[config.mk]
export PLATFORM = sky130hd
export DESIGN_NAME = ucfg_regs
export DESIGN_NICKNAME = d
export VERILOG_FILES = /design/src/verilog/ucfg_pkg.sv /design/src/verilog/ucfg_word_mem.sv /design/src/verilog/ucfg_regs.sv
export SDC_FILE = /design/constraint.sdc
export NUM_CORES = 2
export LEC_CHECK = 0
export ABC_AREA = 1
export BUFFER_PORTS_ARGS = -buffer_cell sky130_fd_sc_hd__buf_2
export CELL_PAD_IN_SITES_DETAIL_PLACEMENT = 0
export CELL_PAD_IN_SITES_GLOBAL_PLACEMENT = 1
export CORE_ASPECT_RATIO = 1.5
export CORE_UTILIZATION = 54
export DETAILED_ROUTE_END_ITERATION = 10
export GPL_TIMING_DRIVEN = 1
export PLACE_DENSITY = 0.91
export SYNTH_ARGS = -nofsm -noshare
export SYNTH_HDL_FRONTEND = slang
export SYNTH_SLANG_ARGS = --single-unit
[constraint.sdc]
create_clock -name CLK -period 4.5 [get_ports CLK]
set_input_delay 0.45 -clock CLK [delete_from_list [all_inputs] [get_ports CLK]]
set_output_delay 0.45 -clock CLK [all_outputs]
set_load 0.03 [all_outputs]
[src/verilog/ucfg_pkg.sv]
// Package with offsets, fields and reset values of the user config bank
package ucfg_pkg;
    localparam int          UCFG_AW           = 12;
    localparam int          UCFG_DW           = 32;
    localparam logic [11:0] FW_BASE           = 12'h014;
    localparam int          FW_COUNT          = 13;
    localparam logic [11:0] HW_BASE           = 12'h050;
    localparam int          HW_COUNT          = 12;
    localparam logic [11:0] CUST_BASE         = 12'h080;
    localparam int          CUST_COUNT        = 32;
    localparam int          ARRAY_WORDS       = 57;
    localparam int          ARRAY_IW          = 6;
    localparam logic [5:0]  HW_IDX0           = 6'h0d;
    localparam logic [5:0]  CUST_IDX0         = 6'h19;
    localparam logic [11:0] RST_SEL0_ADDR     = 12'h200;
    localparam logic [11:0] RST_SEL1_ADDR     = 12'h204;
    localparam logic [11:0] PORT_LOCK_ADDR    = 12'h208;
    localparam logic [11:0] PIN_ROLE_ADDR     = 12'h20c;
    localparam logic [11:0] DEBUG_FEAT_ADDR   = 12'h210;
    localparam logic [11:0] REG_LEVEL_ADDR    = 12'h304;
    localparam logic [31:0] ERASED_WORD       = 32'hffff_ffff;
    localparam logic [31:0] READ_ZERO         = 32'h0000_0000;
    localparam int          PIN_LSB           = 0;
    localparam int          PIN_W             = 5;
    localparam int          PORT_BIT          = 5;
    localparam int          CONNECT_BIT       = 31;
    localparam logic        CONNECTED         = 1'b0;
    localparam int          ROLE_BIT          = 0;
    localparam logic        ROLE_ANTENNA      = 1'b1;
    localparam int          TRACE_LSB         = 0;
    localparam int          BKPT_LSB          = 8;
    localparam logic [7:0]  FEATURE_ON        = 8'hff;
endpackage

[src/verilog/ucfg_word_mem.sv]
// Word memory for the reserved word arrays, registered read data
`timescale 1ns/1ps
module ucfg_word_mem
    import ucfg_pkg::*;
#(
    parameter int DEPTH = ARRAY_WORDS,
    parameter int IW    = ARRAY_IW
) (
    input  wire logic          clk,
    input  wire logic          arst_n,
    input  wire logic          wr_en,
    input  wire logic [IW-1:0] wr_idx,
    input  wire logic [31:0]   wr_data,
    input  wire logic [IW-1:0] rd_idx,
    output logic      [31:0]   rd_data
);
    logic [31:0] mem_reg [DEPTH] = '{default: ERASED_WORD};

    genvar gi;
    generate
        for (gi = 0; gi < DEPTH; gi++) begin : g_word
            always_ff @(posedge clk) begin
                if (wr_en && (wr_idx == IW'(gi))) begin
                    mem_reg[gi] <= wr_data;
                end
            end
        end
    endgenerate

    always_ff @(posedge clk or negedge arst_n) begin
        if (!arst_n) begin
            rd_data <= ERASED_WORD;
        end else begin
            rd_data <= (int'(rd_idx) < DEPTH) ? mem_reg[rd_idx] : ERASED_WORD;
        end
    end
endmodule

[src/verilog/ucfg_regs.sv]
// User configuration register bank with decoded control outputs
//
// Function
// - Firmware, hardware, customer word arrays, 4-byte stride, erased ones.
// - Reset pin mapping valid only when both selection copies match.
// - Mismatched copies expose no external reset on any GPIO.
// - Selection word holds pin, port and active-low connect bit.
// - Pin role 0 runs dedicated pins as GPIO, normal protection.
// - Pin role 1 runs dedicated pins as antenna, antenna protection.
// - Trace field 0xFF enables instrumentation and embedded trace.
// - Breakpoint field 0xFF enables unit; disabled drops its writes.
// - Word at 0x304 selects first regulator stage output level.
//
// The implementer's own choice: the plain strobed port.
`timescale 1ns/1ps
module ucfg_regs
    import ucfg_pkg::*;
(
    input  wire logic         CLK,
    input  wire logic         ARST_N,
    input  wire logic [11:0]  ADDR,
    input  wire logic [31:0]  WDATA,
    input  wire logic         WR,
    input  wire logic         RD,
    input  wire logic         BKPT_WR,
    output logic      [31:0]  RDATA,
    output logic              CFG_READY,
    output logic              EXT_RESET_EN,
    output logic      [4:0]   EXT_RESET_PIN,
    output logic              EXT_RESET_PORT,
    output logic              PINS_ANTENNA,
    output logic              PINS_GPIO,
    output logic              TRACE_EN,
    output logic              BKPT_EN,
    output logic              BKPT_WR_ALLOW,
    output logic      [31:0]  PORT_LOCK,
    output logic      [31:0]  REG_LEVEL
);
    typedef enum logic [1:0] {ST_RESET, ST_SAMPLE, ST_RUN} ucfg_state_e;

    ucfg_state_e state_reg;
    ucfg_state_e state_next;
    // Non-volatile words, kept over reset
    logic [31:0] rst_sel0_reg = ERASED_WORD;
    logic [31:0] rst_sel1_reg = ERASED_WORD;
    logic [31:0] lock_reg     = ERASED_WORD;
    logic [31:0] role_reg     = ERASED_WORD;
    logic [31:0] dbg_reg      = ERASED_WORD;
    logic [31:0] level_reg    = ERASED_WORD;
    logic [31:0] mem_rdata;
    logic [31:0] rdata_next;
    logic        arr_rd_reg;
    logic [31:0] reg_rdata_reg;

    function automatic logic in_array(input logic [11:0] a,
                                      input logic [11:0] base,
                                      input int          cnt);
        logic [11:0] d;
        d = a - base;
        return (a >= base) && (a[1:0] == 2'b00) &&
               (int'(d[11:2]) < cnt);
    endfunction

    function automatic logic [5:0] arr_idx(input logic [11:0] a);
        logic [5:0] i;
        i = 6'h00;
        if (in_array(a, FW_BASE, FW_COUNT)) begin
            i = 6'(a[11:2] - FW_BASE[11:2]);
        end else if (in_array(a, HW_BASE, HW_COUNT)) begin
            i = 6'(a[11:2] - HW_BASE[11:2]) + HW_IDX0;
        end else begin
            i = 6'(a[11:2] - CUST_BASE[11:2]) + CUST_IDX0;
        end
        return i;
    endfunction

    wire logic hit_fw    = in_array(ADDR, FW_BASE, FW_COUNT);
    wire logic hit_hw    = in_array(ADDR, HW_BASE, HW_COUNT);
    wire logic hit_cust  = in_array(ADDR, CUST_BASE, CUST_COUNT);
    wire logic hit_array = hit_fw || hit_hw || hit_cust;
    wire logic [5:0] idx = arr_idx(ADDR);
    // Single word address decode
    wire logic       at_sel0  = (ADDR == RST_SEL0_ADDR);
    wire logic       at_sel1  = (ADDR == RST_SEL1_ADDR);
    wire logic       at_lock  = (ADDR == PORT_LOCK_ADDR);
    wire logic       at_role  = (ADDR == PIN_ROLE_ADDR);
    wire logic       at_dbg   = (ADDR == DEBUG_FEAT_ADDR);
    wire logic       at_level = (ADDR == REG_LEVEL_ADDR);
    // Write strobes per word
    wire logic       wr_sel0  = WR && at_sel0;
    wire logic       wr_sel1  = WR && at_sel1;
    wire logic       wr_lock  = WR && at_lock;
    wire logic       wr_role  = WR && at_role;
    wire logic       wr_dbg   = WR && at_dbg;
    wire logic       wr_level = WR && at_level;

    wire logic copies_match = (rst_sel0_reg == rst_sel1_reg);
    wire logic sel_connect = (rst_sel0_reg[CONNECT_BIT] == CONNECTED);
    wire logic ext_en_next = copies_match && sel_connect;
    wire logic trace_next = (dbg_reg[TRACE_LSB +: 8] == FEATURE_ON);
    wire logic bkpt_next = (dbg_reg[BKPT_LSB +: 8] == FEATURE_ON);
    wire logic antenna_next = (role_reg[ROLE_BIT] == ROLE_ANTENNA);
    wire logic sampling = (state_reg == ST_SAMPLE);

    ucfg_word_mem #(
        .DEPTH (ARRAY_WORDS),
        .IW    (ARRAY_IW)
    ) u_mem (
        .clk     (CLK),
        .arst_n  (ARST_N),
        .wr_en   (WR && hit_array),
        .wr_idx  (idx),
        .wr_data (WDATA),
        .rd_idx  (idx),
        .rd_data (mem_rdata)
    );

    always_comb begin
        case (state_reg)
            ST_RESET:  state_next = ST_SAMPLE;
            ST_SAMPLE: state_next = ST_RUN;
            ST_RUN:    state_next = ST_RUN;
            default:   state_next = ST_RESET;
        endcase
    end

    // Register read mux
    always_comb begin
        if (at_sel0) begin
            rdata_next = rst_sel0_reg;
        end else if (at_sel1) begin
            rdata_next = rst_sel1_reg;
        end else if (at_lock) begin
            rdata_next = lock_reg;
        end else if (at_role) begin
            rdata_next = role_reg;
        end else if (at_dbg) begin
            rdata_next = dbg_reg;
        end else if (at_level) begin
            rdata_next = level_reg;
        end else begin
            rdata_next = READ_ZERO;
        end
    end

    always_ff @(posedge CLK or negedge ARST_N) begin
        if (!ARST_N) begin
            state_reg <= ST_RESET;
        end else begin
            state_reg <= state_next;
        end
    end

    always_ff @(posedge CLK) begin
        if (wr_sel0) begin
            rst_sel0_reg <= WDATA;
        end
    end

    always_ff @(posedge CLK) begin
        if (wr_sel1) begin
            rst_sel1_reg <= WDATA;
        end
    end

    always_ff @(posedge CLK) begin
        if (wr_lock) begin
            lock_reg <= WDATA;
        end
    end

    always_ff @(posedge CLK) begin
        if (wr_role) begin
            role_reg <= WDATA;
        end
    end

    always_ff @(posedge CLK) begin
        if (wr_dbg) begin
            dbg_reg <= WDATA;
        end
    end

    always_ff @(posedge CLK) begin
        if (wr_level) begin
            level_reg <= WDATA;
        end
    end

    // Read answer path
    always_ff @(posedge CLK or negedge ARST_N) begin
        if (!ARST_N) begin
            arr_rd_reg <= 1'b0;
        end else begin
            arr_rd_reg <= RD && hit_array;
        end
    end

    always_ff @(posedge CLK or negedge ARST_N) begin
        if (!ARST_N) begin
            reg_rdata_reg <= READ_ZERO;
        end else begin
            reg_rdata_reg <= RD ? rdata_next : READ_ZERO;
        end
    end

    assign RDATA = arr_rd_reg ? mem_rdata : reg_rdata_reg;

    always_ff @(posedge CLK or negedge ARST_N) begin
        if (!ARST_N) begin
            CFG_READY <= 1'b0;
        end else if (sampling) begin
            CFG_READY <= 1'b1;
        end
    end

    always_ff @(posedge CLK or negedge ARST_N) begin
        if (!ARST_N) begin
            EXT_RESET_EN   <= 1'b0;
            EXT_RESET_PIN  <= 5'h00;
            EXT_RESET_PORT <= 1'b0;
        end else if (sampling) begin
            EXT_RESET_EN   <= ext_en_next;
            EXT_RESET_PIN  <= ext_en_next ?
                              rst_sel0_reg[PIN_LSB +: PIN_W] : 5'h00;
            EXT_RESET_PORT <= ext_en_next & rst_sel0_reg[PORT_BIT];
        end
    end

    always_ff @(posedge CLK or negedge ARST_N) begin
        if (!ARST_N) begin
            PINS_GPIO <= 1'b0;
        end else if (sampling) begin
            PINS_GPIO <= !antenna_next;
        end
    end

    always_ff @(posedge CLK or negedge ARST_N) begin
        if (!ARST_N) begin
            PINS_ANTENNA <= 1'b0;
        end else if (sampling) begin
            PINS_ANTENNA <= antenna_next;
        end
    end

    always_ff @(posedge CLK or negedge ARST_N) begin
        if (!ARST_N) begin
            TRACE_EN <= 1'b0;
        end else if (sampling) begin
            TRACE_EN <= trace_next;
        end
    end

    always_ff @(posedge CLK or negedge ARST_N) begin
        if (!ARST_N) begin
            BKPT_EN <= 1'b0;
        end else if (sampling) begin
            BKPT_EN <= bkpt_next;
        end
    end

    always_ff @(posedge CLK or negedge ARST_N) begin
        if (!ARST_N) begin
            PORT_LOCK <= ERASED_WORD;
        end else if (sampling) begin
            PORT_LOCK <= lock_reg;
        end
    end

    always_ff @(posedge CLK or negedge ARST_N) begin
        if (!ARST_N) begin
            BKPT_WR_ALLOW <= 1'b0;
        end else begin
            BKPT_WR_ALLOW <= BKPT_WR && BKPT_EN;
        end
    end

    always_ff @(posedge CLK or negedge ARST_N) begin
        if (!ARST_N) begin
            REG_LEVEL <= ERASED_WORD;
        end else begin
            REG_LEVEL <= level_reg;
        end
    end
endmodule

# == Word level (Yosys, flattened, before mapping) ==
# Memory sizes are Yosys's and may differ from the RTL's.
# Index checks and enable logic that the tools add are counted.
# totals
ff_bits,336
ram_bits,1824
in_bits,49
output_inout_bits,109
word_cells,537
memories,1
# op_classes
n_addsub,8
magnitude_cmp,7
n_eq_ne,67
mux,295
n_bitwise,2
reduce_logical,136
# memory_table
memory,depth,width,read_ports,rd_clocked_by_memory_dff,write_ports,line,source
u_mem.mem_reg,57,32,1,0,1,ucfg_word_mem.sv:17,logic [31:0] mem_reg [DEPTH] = '{default: ERASED_WORD};
# ops
op,count
$mux W32,65
$reduce_or A32 Y1,56
$mux W6,58
$mux W1,170
$eq A6 B6 Y1 const B,25
$eq A6 B5 Y1 const B,16
$logic_and A1 B1 Y1,73
$eq A12 B10 Y1 const B,6
$eq A6 B4 Y1 const B,8
$eq A32 B32 Y1,1
$eq A6 B3 Y1 const B,4
$lt A10 B4 Y1 const B,2
$eq A8 B8 Y1 const B,2
$eq A6 B2 Y1 const B,2
$ge A12 B5 Y1 const B,1
$ge A12 B7 Y1 const B,1
$ge A12 B8 Y1 const B,1
$sub A12 B5 Y12 const B,1
$sub A12 B7 Y12 const B,1
$sub A12 B8 Y12 const B,1
$lt A10 B6 Y1 const B,1
$add A6 B4 Y6 const B,1
$add A6 B5 Y6 const B,1
$eq A6 B1 Y1 const B,1
15 further kinds,17

# == Logic depth before layout (Yosys ltp) ==
# logic_depth
depth_word,66
mapped_depth,27
depth_no_buf,21

# == Hierarchy ==
# From an unflattened synthesis, not the netlist that was laid out.
# unflattened
cells_unflattened,8103
hier_area_um2,89696.0
# modules_own_cells
module,instances,cells_each,area_each_um2,seq_area_each_um2
ucfg_word_mem,1,6985,77026.4,55613.3
ucfg_regs,1,1118,12669.7,8648.3

# == Least setup slack after synthesis ==
# OpenSTA, ideal clock, no wires.
# synth_timing
path_kind,input port to flip-flop
startpoint,input ADDR[2]
endpoint,memory u_mem.mem_reg[18][0] (enable)
setup_time_ns,0.421
arrival_ns,4.618
t_required_ns,4.079
path_slack_ns,-0.539
cell_stages,21
n_path_buf,5
cell_sequence,buf_2 inv_2 clkbuf_1 clkbuf_1 clkbuf_1 ha_1 inv_1 nand2_2 nand2_1 nor2_1 nand2_1 nand2_1 inv_2 nand3_2 inv_1 nor2_1 nand2_1 inv_1 nand2_1 buf_2 nor2_1
# synth_between
elab_chain_cells,66
word_cells_on_any_way,421
classes_between,add/sub (8); order compare (6); eq/ne (56); mux (228); reduce/logical (123)
# synth_lines
item,line,source
start: declaration,ucfg_regs.sv:21,"input wire logic [11:0] ADDR,"
"$sub A12 B7 Y12, or another cell as far along",ucfg_regs.sv:59,d = a - base;
$lt A10 B4 Y1 or $logic_and A1 B1 Y1 (tied branches),"ucfg_regs.sv:61, ucfg_regs.sv:60",
$logic_and A1 B1 Y1,ucfg_regs.sv:60,return (a >= base) && (a[1:0] == 2'b00) &&
$mux W6 or $logic_or A1 B1 Y1 (tied branches),"ucfg_regs.sv:69, ucfg_regs.sv:80",
$mux W6 or $logic_or A1 B1 Y1 (tied branches),"ucfg_regs.sv:67, ucfg_regs.sv:80",
$eq A6 B1 Y1 or $logic_and A1 B1 Y1 (tied branches),"ucfg_word_mem.sv:23, ucfg_regs.sv:111",
$logic_and A1 B1 Y1,ucfg_word_mem.sv:23,if (wr_en && (wr_idx == IW'(gi))) begin
$mux W1,ucfg_word_mem.sv:23,
$mux W1 (implied by the code),ucfg_word_mem.sv:24,mem_reg[gi] <= wr_data;
$reduce_or A32 Y1 (no line),n/a,
$mux W6 (no line) or $mux W1 (tied branches) (56 in a row),n/a,
end: declaration,ucfg_word_mem.sv:17,
# Several ways; a longest one is shown, not always the timed one.

# == Worst setup path in the final report ==
# layout_timing
startpoint,input ADDR[3]
endpoint,register u_mem.rd_data[13]
# layout_between
elab_chain_cells,7
word_cells_on_any_way,20
classes_between,add/sub (7); order compare (5); mux (3); reduce/logical (4); memory (1)
# layout_lines
item,line,source
$sub A12 B7 Y12 or $ge A12 B7 Y1 (tied branches),"ucfg_regs.sv:59, ucfg_regs.sv:60",
$lt A10 B4 Y1 or $logic_and A1 B1 Y1 (tied branches),"ucfg_regs.sv:61, ucfg_regs.sv:60",
$logic_and A1 B1 Y1,ucfg_regs.sv:60,
$mux W6,ucfg_regs.sv:69,"end else if (in_array(a, HW_BASE, HW_COUNT)) begin"
$mux W6 (*),ucfg_regs.sv:67,"if (in_array(a, FW_BASE, FW_COUNT)) begin"
$mem_v2 Z57 W32 or $lt A6 B6 Y1 (tied branches),n/a,
$mux W32 (*),ucfg_word_mem.sv:34,rd_data <= (int'(rd_idx) < DEPTH) ? mem_reg[rd_idx] : ERASED_WORD;
end signal: assignment,ucfg_word_mem.sv:34,
end: declaration,ucfg_word_mem.sv:15,output logic [31:0] rd_data
# Every way passes the cells marked *; elsewhere a longest branch is shown, timed or not.
# A chain may end at the register's enable or synchronous reset.

==> impl_metrics.xml <==
<?xml version="1.0" encoding="UTF-8"?>
<metrics>
  <group name="critical_path">
    <metric name="timing.critical_path.slowest_stage_cell" unit="">sky130_fd_sc_hd__nor2_1</metric>
    <metric name="setup.worst_path.class" unit="">input port to flip-flop</metric>
    <metric name="cp_cell_sequence" unit="">buf_2, inv_1, ha_1, inv_1, nand2_2, nand3_1, nand2_1, nand2_1, nor2_4, nand3_2, nand2_1, nand2_2, inv_1, nor2_4, buf_4, buf_4, nand2_1, nand2_1, nor2_1, nor2_1, nor2_1, nand2_1</metric>
    <metric name="slowest_delay" unit="ns">0.67</metric>
    <metric name="arrival" unit="ns">4.24</metric>
    <metric name="critical_path.endpoint_type" unit="">flip-flop</metric>
    <metric name="worstPathMaxFanout" unit="">17</metric>
    <metric name="worst_setup_path_start_kind" unit="">input port</metric>
    <metric name="critPathMostFrequentCell" unit="">sky130_fd_sc_hd__nand2_1</metric>
    <metric name="required" unit="ns">5.24</metric>
  </group>
  <group name="yosys">
    <metric name="post-synth-top-count-cell" unit="">sky130_fd_sc_hd__nand2_1</metric>
    <metric name="synthDominantCellAreaShare" unit="%">67.39</metric>
    <metric name="synth_seq_cells" unit="">2160</metric>
    <metric name="synth.lib_cells_used.distinct" unit="">42</metric>
    <metric name="post_synth_instance_area" unit="um2">89830</metric>
    <metric name="netlist.top_cell.by_area" unit="">sky130_fd_sc_hd__edfxtp_1</metric>
    <metric name="sequential_fraction_of_the_synthesis_area" unit="%">71.54</metric>
    <metric name="synth.area.top_cells" unit="">sky130_fd_sc_hd__edfxtp_1 (67%), sky130_fd_sc_hd__nand2_1 (20%), sky130_fd_sc_hd__dfstp_2 (2.8%)</metric>
    <metric name="top_reg_cell_synth" unit="">sky130_fd_sc_hd__edfxtp_1</metric>
    <metric name="ys.warnings.count" unit="">0</metric>
    <metric name="synthArstFlopShare" unit="%">6.667</metric>
    <metric name="synthesis.instances" unit="">8504</metric>
    <metric name="synth_enable_flop_cells" unit="">2016</metric>
    <metric name="yosys-top-cells-count" unit="">sky130_fd_sc_hd__nand2_1 (4689), sky130_fd_sc_hd__edfxtp_1 (2016), sky130_fd_sc_hd__nand3_1 (483)</metric>
    <metric name="synth.avg_cell_area" unit="um2">10.56</metric>
    <metric name="synth_fp_nets" unit="">8563</metric>
  </group>
  <group name="global_route">
    <metric name="grt_first_pass_wirelength" unit="mm">384.1</metric>
    <metric name="initial_antenna_violation_count" unit="">19</metric>
    <metric name="first_global_vias" unit="">59626</metric>
    <metric name="grtUsageTotal" unit="%">31.27</metric>
    <metric name="grt_start_max_net_pins" unit="">205</metric>
    <metric name="total_gr_overflow" unit="">0</metric>
  </group>
  <group name="clock_network">
    <metric name="cts.repair.resized" unit="">0</metric>
    <metric name="cts_tree" unit="">yes</metric>
    <metric name="postCtsSetupRepairBufs" unit="">0</metric>
    <metric name="worst_skew_pair.late_latency" unit="ns">0.83</metric>
    <metric name="clk_pin_slew" unit="ns">0.08</metric>
    <metric name="cts_inserted_buffers" unit="">186</metric>
    <metric name="cts.htree.levels" unit="">4</metric>
    <metric name="cts-root-buf" unit="">sky130_fd_sc_hd__clkbuf_16</metric>
    <metric name="cts_sinks" unit="">2160</metric>
    <metric name="clk_path_buf_depth" unit="">3</metric>
  </group>
  <group name="floorplan">
    <metric name="die_area" unit="um2">168000</metric>
    <metric name="floorplan_die_height" unit="um">501.5</metric>
    <metric name="start_util" unit="%">54.26</metric>
    <metric name="pin_count" unit="">158</metric>
    <metric name="die_w" unit="um">335.0</metric>
    <metric name="coreArea" unit="um2">165500</metric>
    <metric name="placementRows" unit="">183</metric>
  </group>
  <group name="sta">
    <metric name="timing.final.max_slew_violations" unit="">2</metric>
    <metric name="worst_pin_slew" unit="ns">1.521</metric>
    <metric name="setup_violations_final" unit="">0</metric>
    <metric name="rsz_0062_raised_after_global_routing" unit="">false</metric>
    <metric name="period_minus_slack" unit="ns">3.496</metric>
    <metric name="fin_ws" unit="ns">1.004</metric>
    <metric name="timing.max_slew.rel_slack" unit="%">-1.390</metric>
    <metric name="final.setup.tns" unit="ns">0</metric>
    <metric name="final_hold_viol_count" unit="">0</metric>
    <metric name="final.setup_skew" unit="ns">0.03099</metric>
    <metric name="timing.final.crit_share" unit="%">77.69</metric>
    <metric name="max_freq" unit="GHz">0.2860</metric>
  </group>
  <group name="finish">
    <metric name="syn_to_final_growth" unit="%">11.33</metric>
    <metric name="multiInputGateArea" unit="um2">23610</metric>
    <metric name="final-seq-area" unit="um2">64260</metric>
    <metric name="largest_reg_flops" unit="">1824</metric>
    <metric name="layout-drive-gt1-share" unit="%">9.491</metric>
    <metric name="nFillCells" unit="">13054</metric>
    <metric name="layout.cell_area.non_filler" unit="um2">100000</metric>
    <metric name="fin_nets" unit="">8652</metric>
  </group>
  <group name="route">
    <metric name="route.final.wire_length" unit="mm">262.9</metric>
    <metric name="total_via_count_in_the_routed_design" unit="">62229</metric>
    <metric name="vias_per_cell" unit="">5.671</metric>
    <metric name="wire_per_inst" unit="um">23.96</metric>
    <metric name="route.antenna.remaining_nets" unit="">0</metric>
    <metric name="drt_iter0_markers" unit="">6887</metric>
    <metric name="post-route-drc-count" unit="">0</metric>
    <metric name="detail_route.first_pass.iterations" unit="">6</metric>
  </group>
  <group name="power">
    <metric name="vdd_ir_drop_max" unit="mV">0.4414</metric>
    <metric name="net-switching-power" unit="mW">9.750</metric>
    <metric name="clock_power_share" unit="%">38.4</metric>
    <metric name="power.density" unit="nW/um2">412.3</metric>
    <metric name="fraction_of_power_consumed_by_combinational_cells" unit="%">7.6</metric>
    <metric name="switching_share" unit="%">23.65</metric>
    <metric name="internal_power" unit="mW">31.48</metric>
    <metric name="leakagePower" unit="nW">40.80</metric>
    <metric name="sequentialPowerShare" unit="%">54.0</metric>
  </group>
  <group name="placement">
    <metric name="setup_slack_placement" unit="ns">0.3675</metric>
    <metric name="dp_hpwl" unit="mm">153.0</metric>
    <metric name="post_dp_cell_area" unit="um2">94000</metric>
    <metric name="gp_congestion" unit="">0.9804</metric>
    <metric name="portBuffers" unit="">157</metric>
  </group>
  <group name="run_status">
    <metric name="violations" unit="">max-capacitance violations, max-slew violations</metric>
    <metric name="outcome" unit="">finished with violations</metric>
  </group>
  <group name="job">
    <metric name="maxcap_violations" unit="">1</metric>
  </group>
  <group name="worst_hold_path">
    <metric name="hold_class" unit="">input port to flip-flop</metric>
  </group>
</metrics>
-- kinds of logic (layout without fill, tap and decap cells) --
group / Yosys count / count (layout) / share of synthesized area (%)
xor+xnor: 10 / 10 / 0.09750
buf+inv: 583 / 824 / 2.709
simple gates: 5521 / 5521 / 23.90
fa+ha+maj: 10 / 10 / 0.1393
flops: 2160 / 2160 / 71.54
other cells: 0 / 8 / 0
compound gates: 188 / 188 / 1.215
mux: 32 / 32 / 0.4011
-- layout make-up --
class / instances / share of cell area (%)
multi-input combinational: 5761 / 23.61
sequential: 2160 / 64.26
tap: 2220 / 2.777
inverter: 131 / 0.5042
antenna: 8 / 0.02002
clock inverter: 89 / 0.7031
clock buffer: 251 / 5.243
timing repair buffer: 353 / 2.884
-- final timing paths --
| check | cells after the start | end | startpoint | slack, ns |
|---|---|---|---|---|
| max in group asynchronous | 3 | u_mem.rd_data[0] | ARST_N | 3.22 |
| worst min-delay path | 4 | level_reg[17] | ADDR[10] | 0.09 |
| min in group asynchronous | 2 | TRACE_EN | ARST_N | 0.24 |
| worst max register to register | 9 | EXT_RESET_PIN[4] | state_reg[1] | 2.13 |
| worst max-delay path | 22 | u_mem.rd_data[13] | ADDR[3] | 1.00 |
| worst min register to register | 0 | REG_LEVEL[26] | level_reg[26] | 0.38 |
-- cell usage in the layout (no fill, tap or decap), types with 5 or more instances in the layout --
cell type / synthesis / layout
sky130_fd_sc_hd__clkinv_2: 0 / 27
sky130_fd_sc_hd__dfstp_2: 96 / 96
sky130_fd_sc_hd__buf_4: 12 / 144
sky130_fd_sc_hd__clkbuf_8: 0 / 11
sky130_fd_sc_hd__diode_2: 0 / 8
sky130_fd_sc_hd__nor2_1: 312 / 249
sky130_fd_sc_hd__nand4_1: 16 / 16
sky130_fd_sc_hd__o21ai_1: 32 / 32
sky130_fd_sc_hd__nor2_4: 3 / 61
sky130_fd_sc_hd__nand3_1: 483 / 482
sky130_fd_sc_hd__nand2_1: 4689 / 4689
sky130_fd_sc_hd__inv_2: 7 / 5
sky130_fd_sc_hd__a22o_1: 10 / 10
sky130_fd_sc_hd__nor2_2: 3 / 8
sky130_fd_sc_hd__a31oi_1: 18 / 18
sky130_fd_sc_hd__clkbuf_16: 0 / 197
sky130_fd_sc_hd__edfxtp_1: 2016 / 2016
sky130_fd_sc_hd__ha_1: 10 / 10
sky130_fd_sc_hd__dfrtp_1: 48 / 48
sky130_fd_sc_hd__a21oi_1: 29 / 29
sky130_fd_sc_hd__buf_12: 0 / 48
sky130_fd_sc_hd__xor2_1: 6 / 6
sky130_fd_sc_hd__buf_2: 136 / 155
sky130_fd_sc_hd__o22ai_1: 8 / 8
sky130_fd_sc_hd__a221oi_1: 5 / 5
sky130_fd_sc_hd__clkinv_1: 1 / 37
sky130_fd_sc_hd__inv_1: 123 / 123
sky130_fd_sc_hd__bufinv_16: 0 / 9
sky130_fd_sc_hd__clkbuf_1: 273 / 42
sky130_fd_sc_hd__o21ai_0: 69 / 69
sky130_fd_sc_hd__clkinvlp_4: 0 / 5
sky130_fd_sc_hd__mux2_2: 32 / 32
-- critical path: cells and delay by family --
kind          cells  cell delay (ns)
simple gates     15             2.65
buf+inv           6             0.93
fa+ha+maj         1             0.19
-- per-stage QoR --
stage               util (%)  total power [mW]  instances  hold slack [ns]
finish                 60.41             41.23      10973          0.08950
CTS                    60.40             41.26      10965          0.04082
detailed placement     56.78             25.74      10621           0.3662
floorplan                  -             24.24       8504           0.1544
global placement       56.78             25.71      10621           0.3620
global route           60.40             42.24      10967          0.04564
-- layer usage --
layer  up-vias  share of wire, %  global-route usage, %
li1      28217                 -                      -
met1     29877                35                  37.40
met2      3383                49                  52.11
met3       732               8.7                  5.448
met4        20               7.2                  20.54
met5         -             0.048                      0
-- power by group through the flow --
stage | registers, mW | clock network [mW] | logic, mW
final | 22.2 | 15.8 | 3.15
after global routing | 22.2 | 16.6 | 3.39
after CTS | 22.2 | 15.9 | 3.10
after detailed placement | 22.7 | 0 | 3.08
after global placement | 22.7 | 0 | 3.04
after floorplan | 22.5 | 0 | 1.72
-- timing repair --
| action | CTS | global route |
|---|---|---|
| hold endpoints to repair | 29 | 0 |
| setup endpoints to repair | 0 | 0 |
| hold buffers | 4 | 0 |
Power figures use the tool's default switching activity.
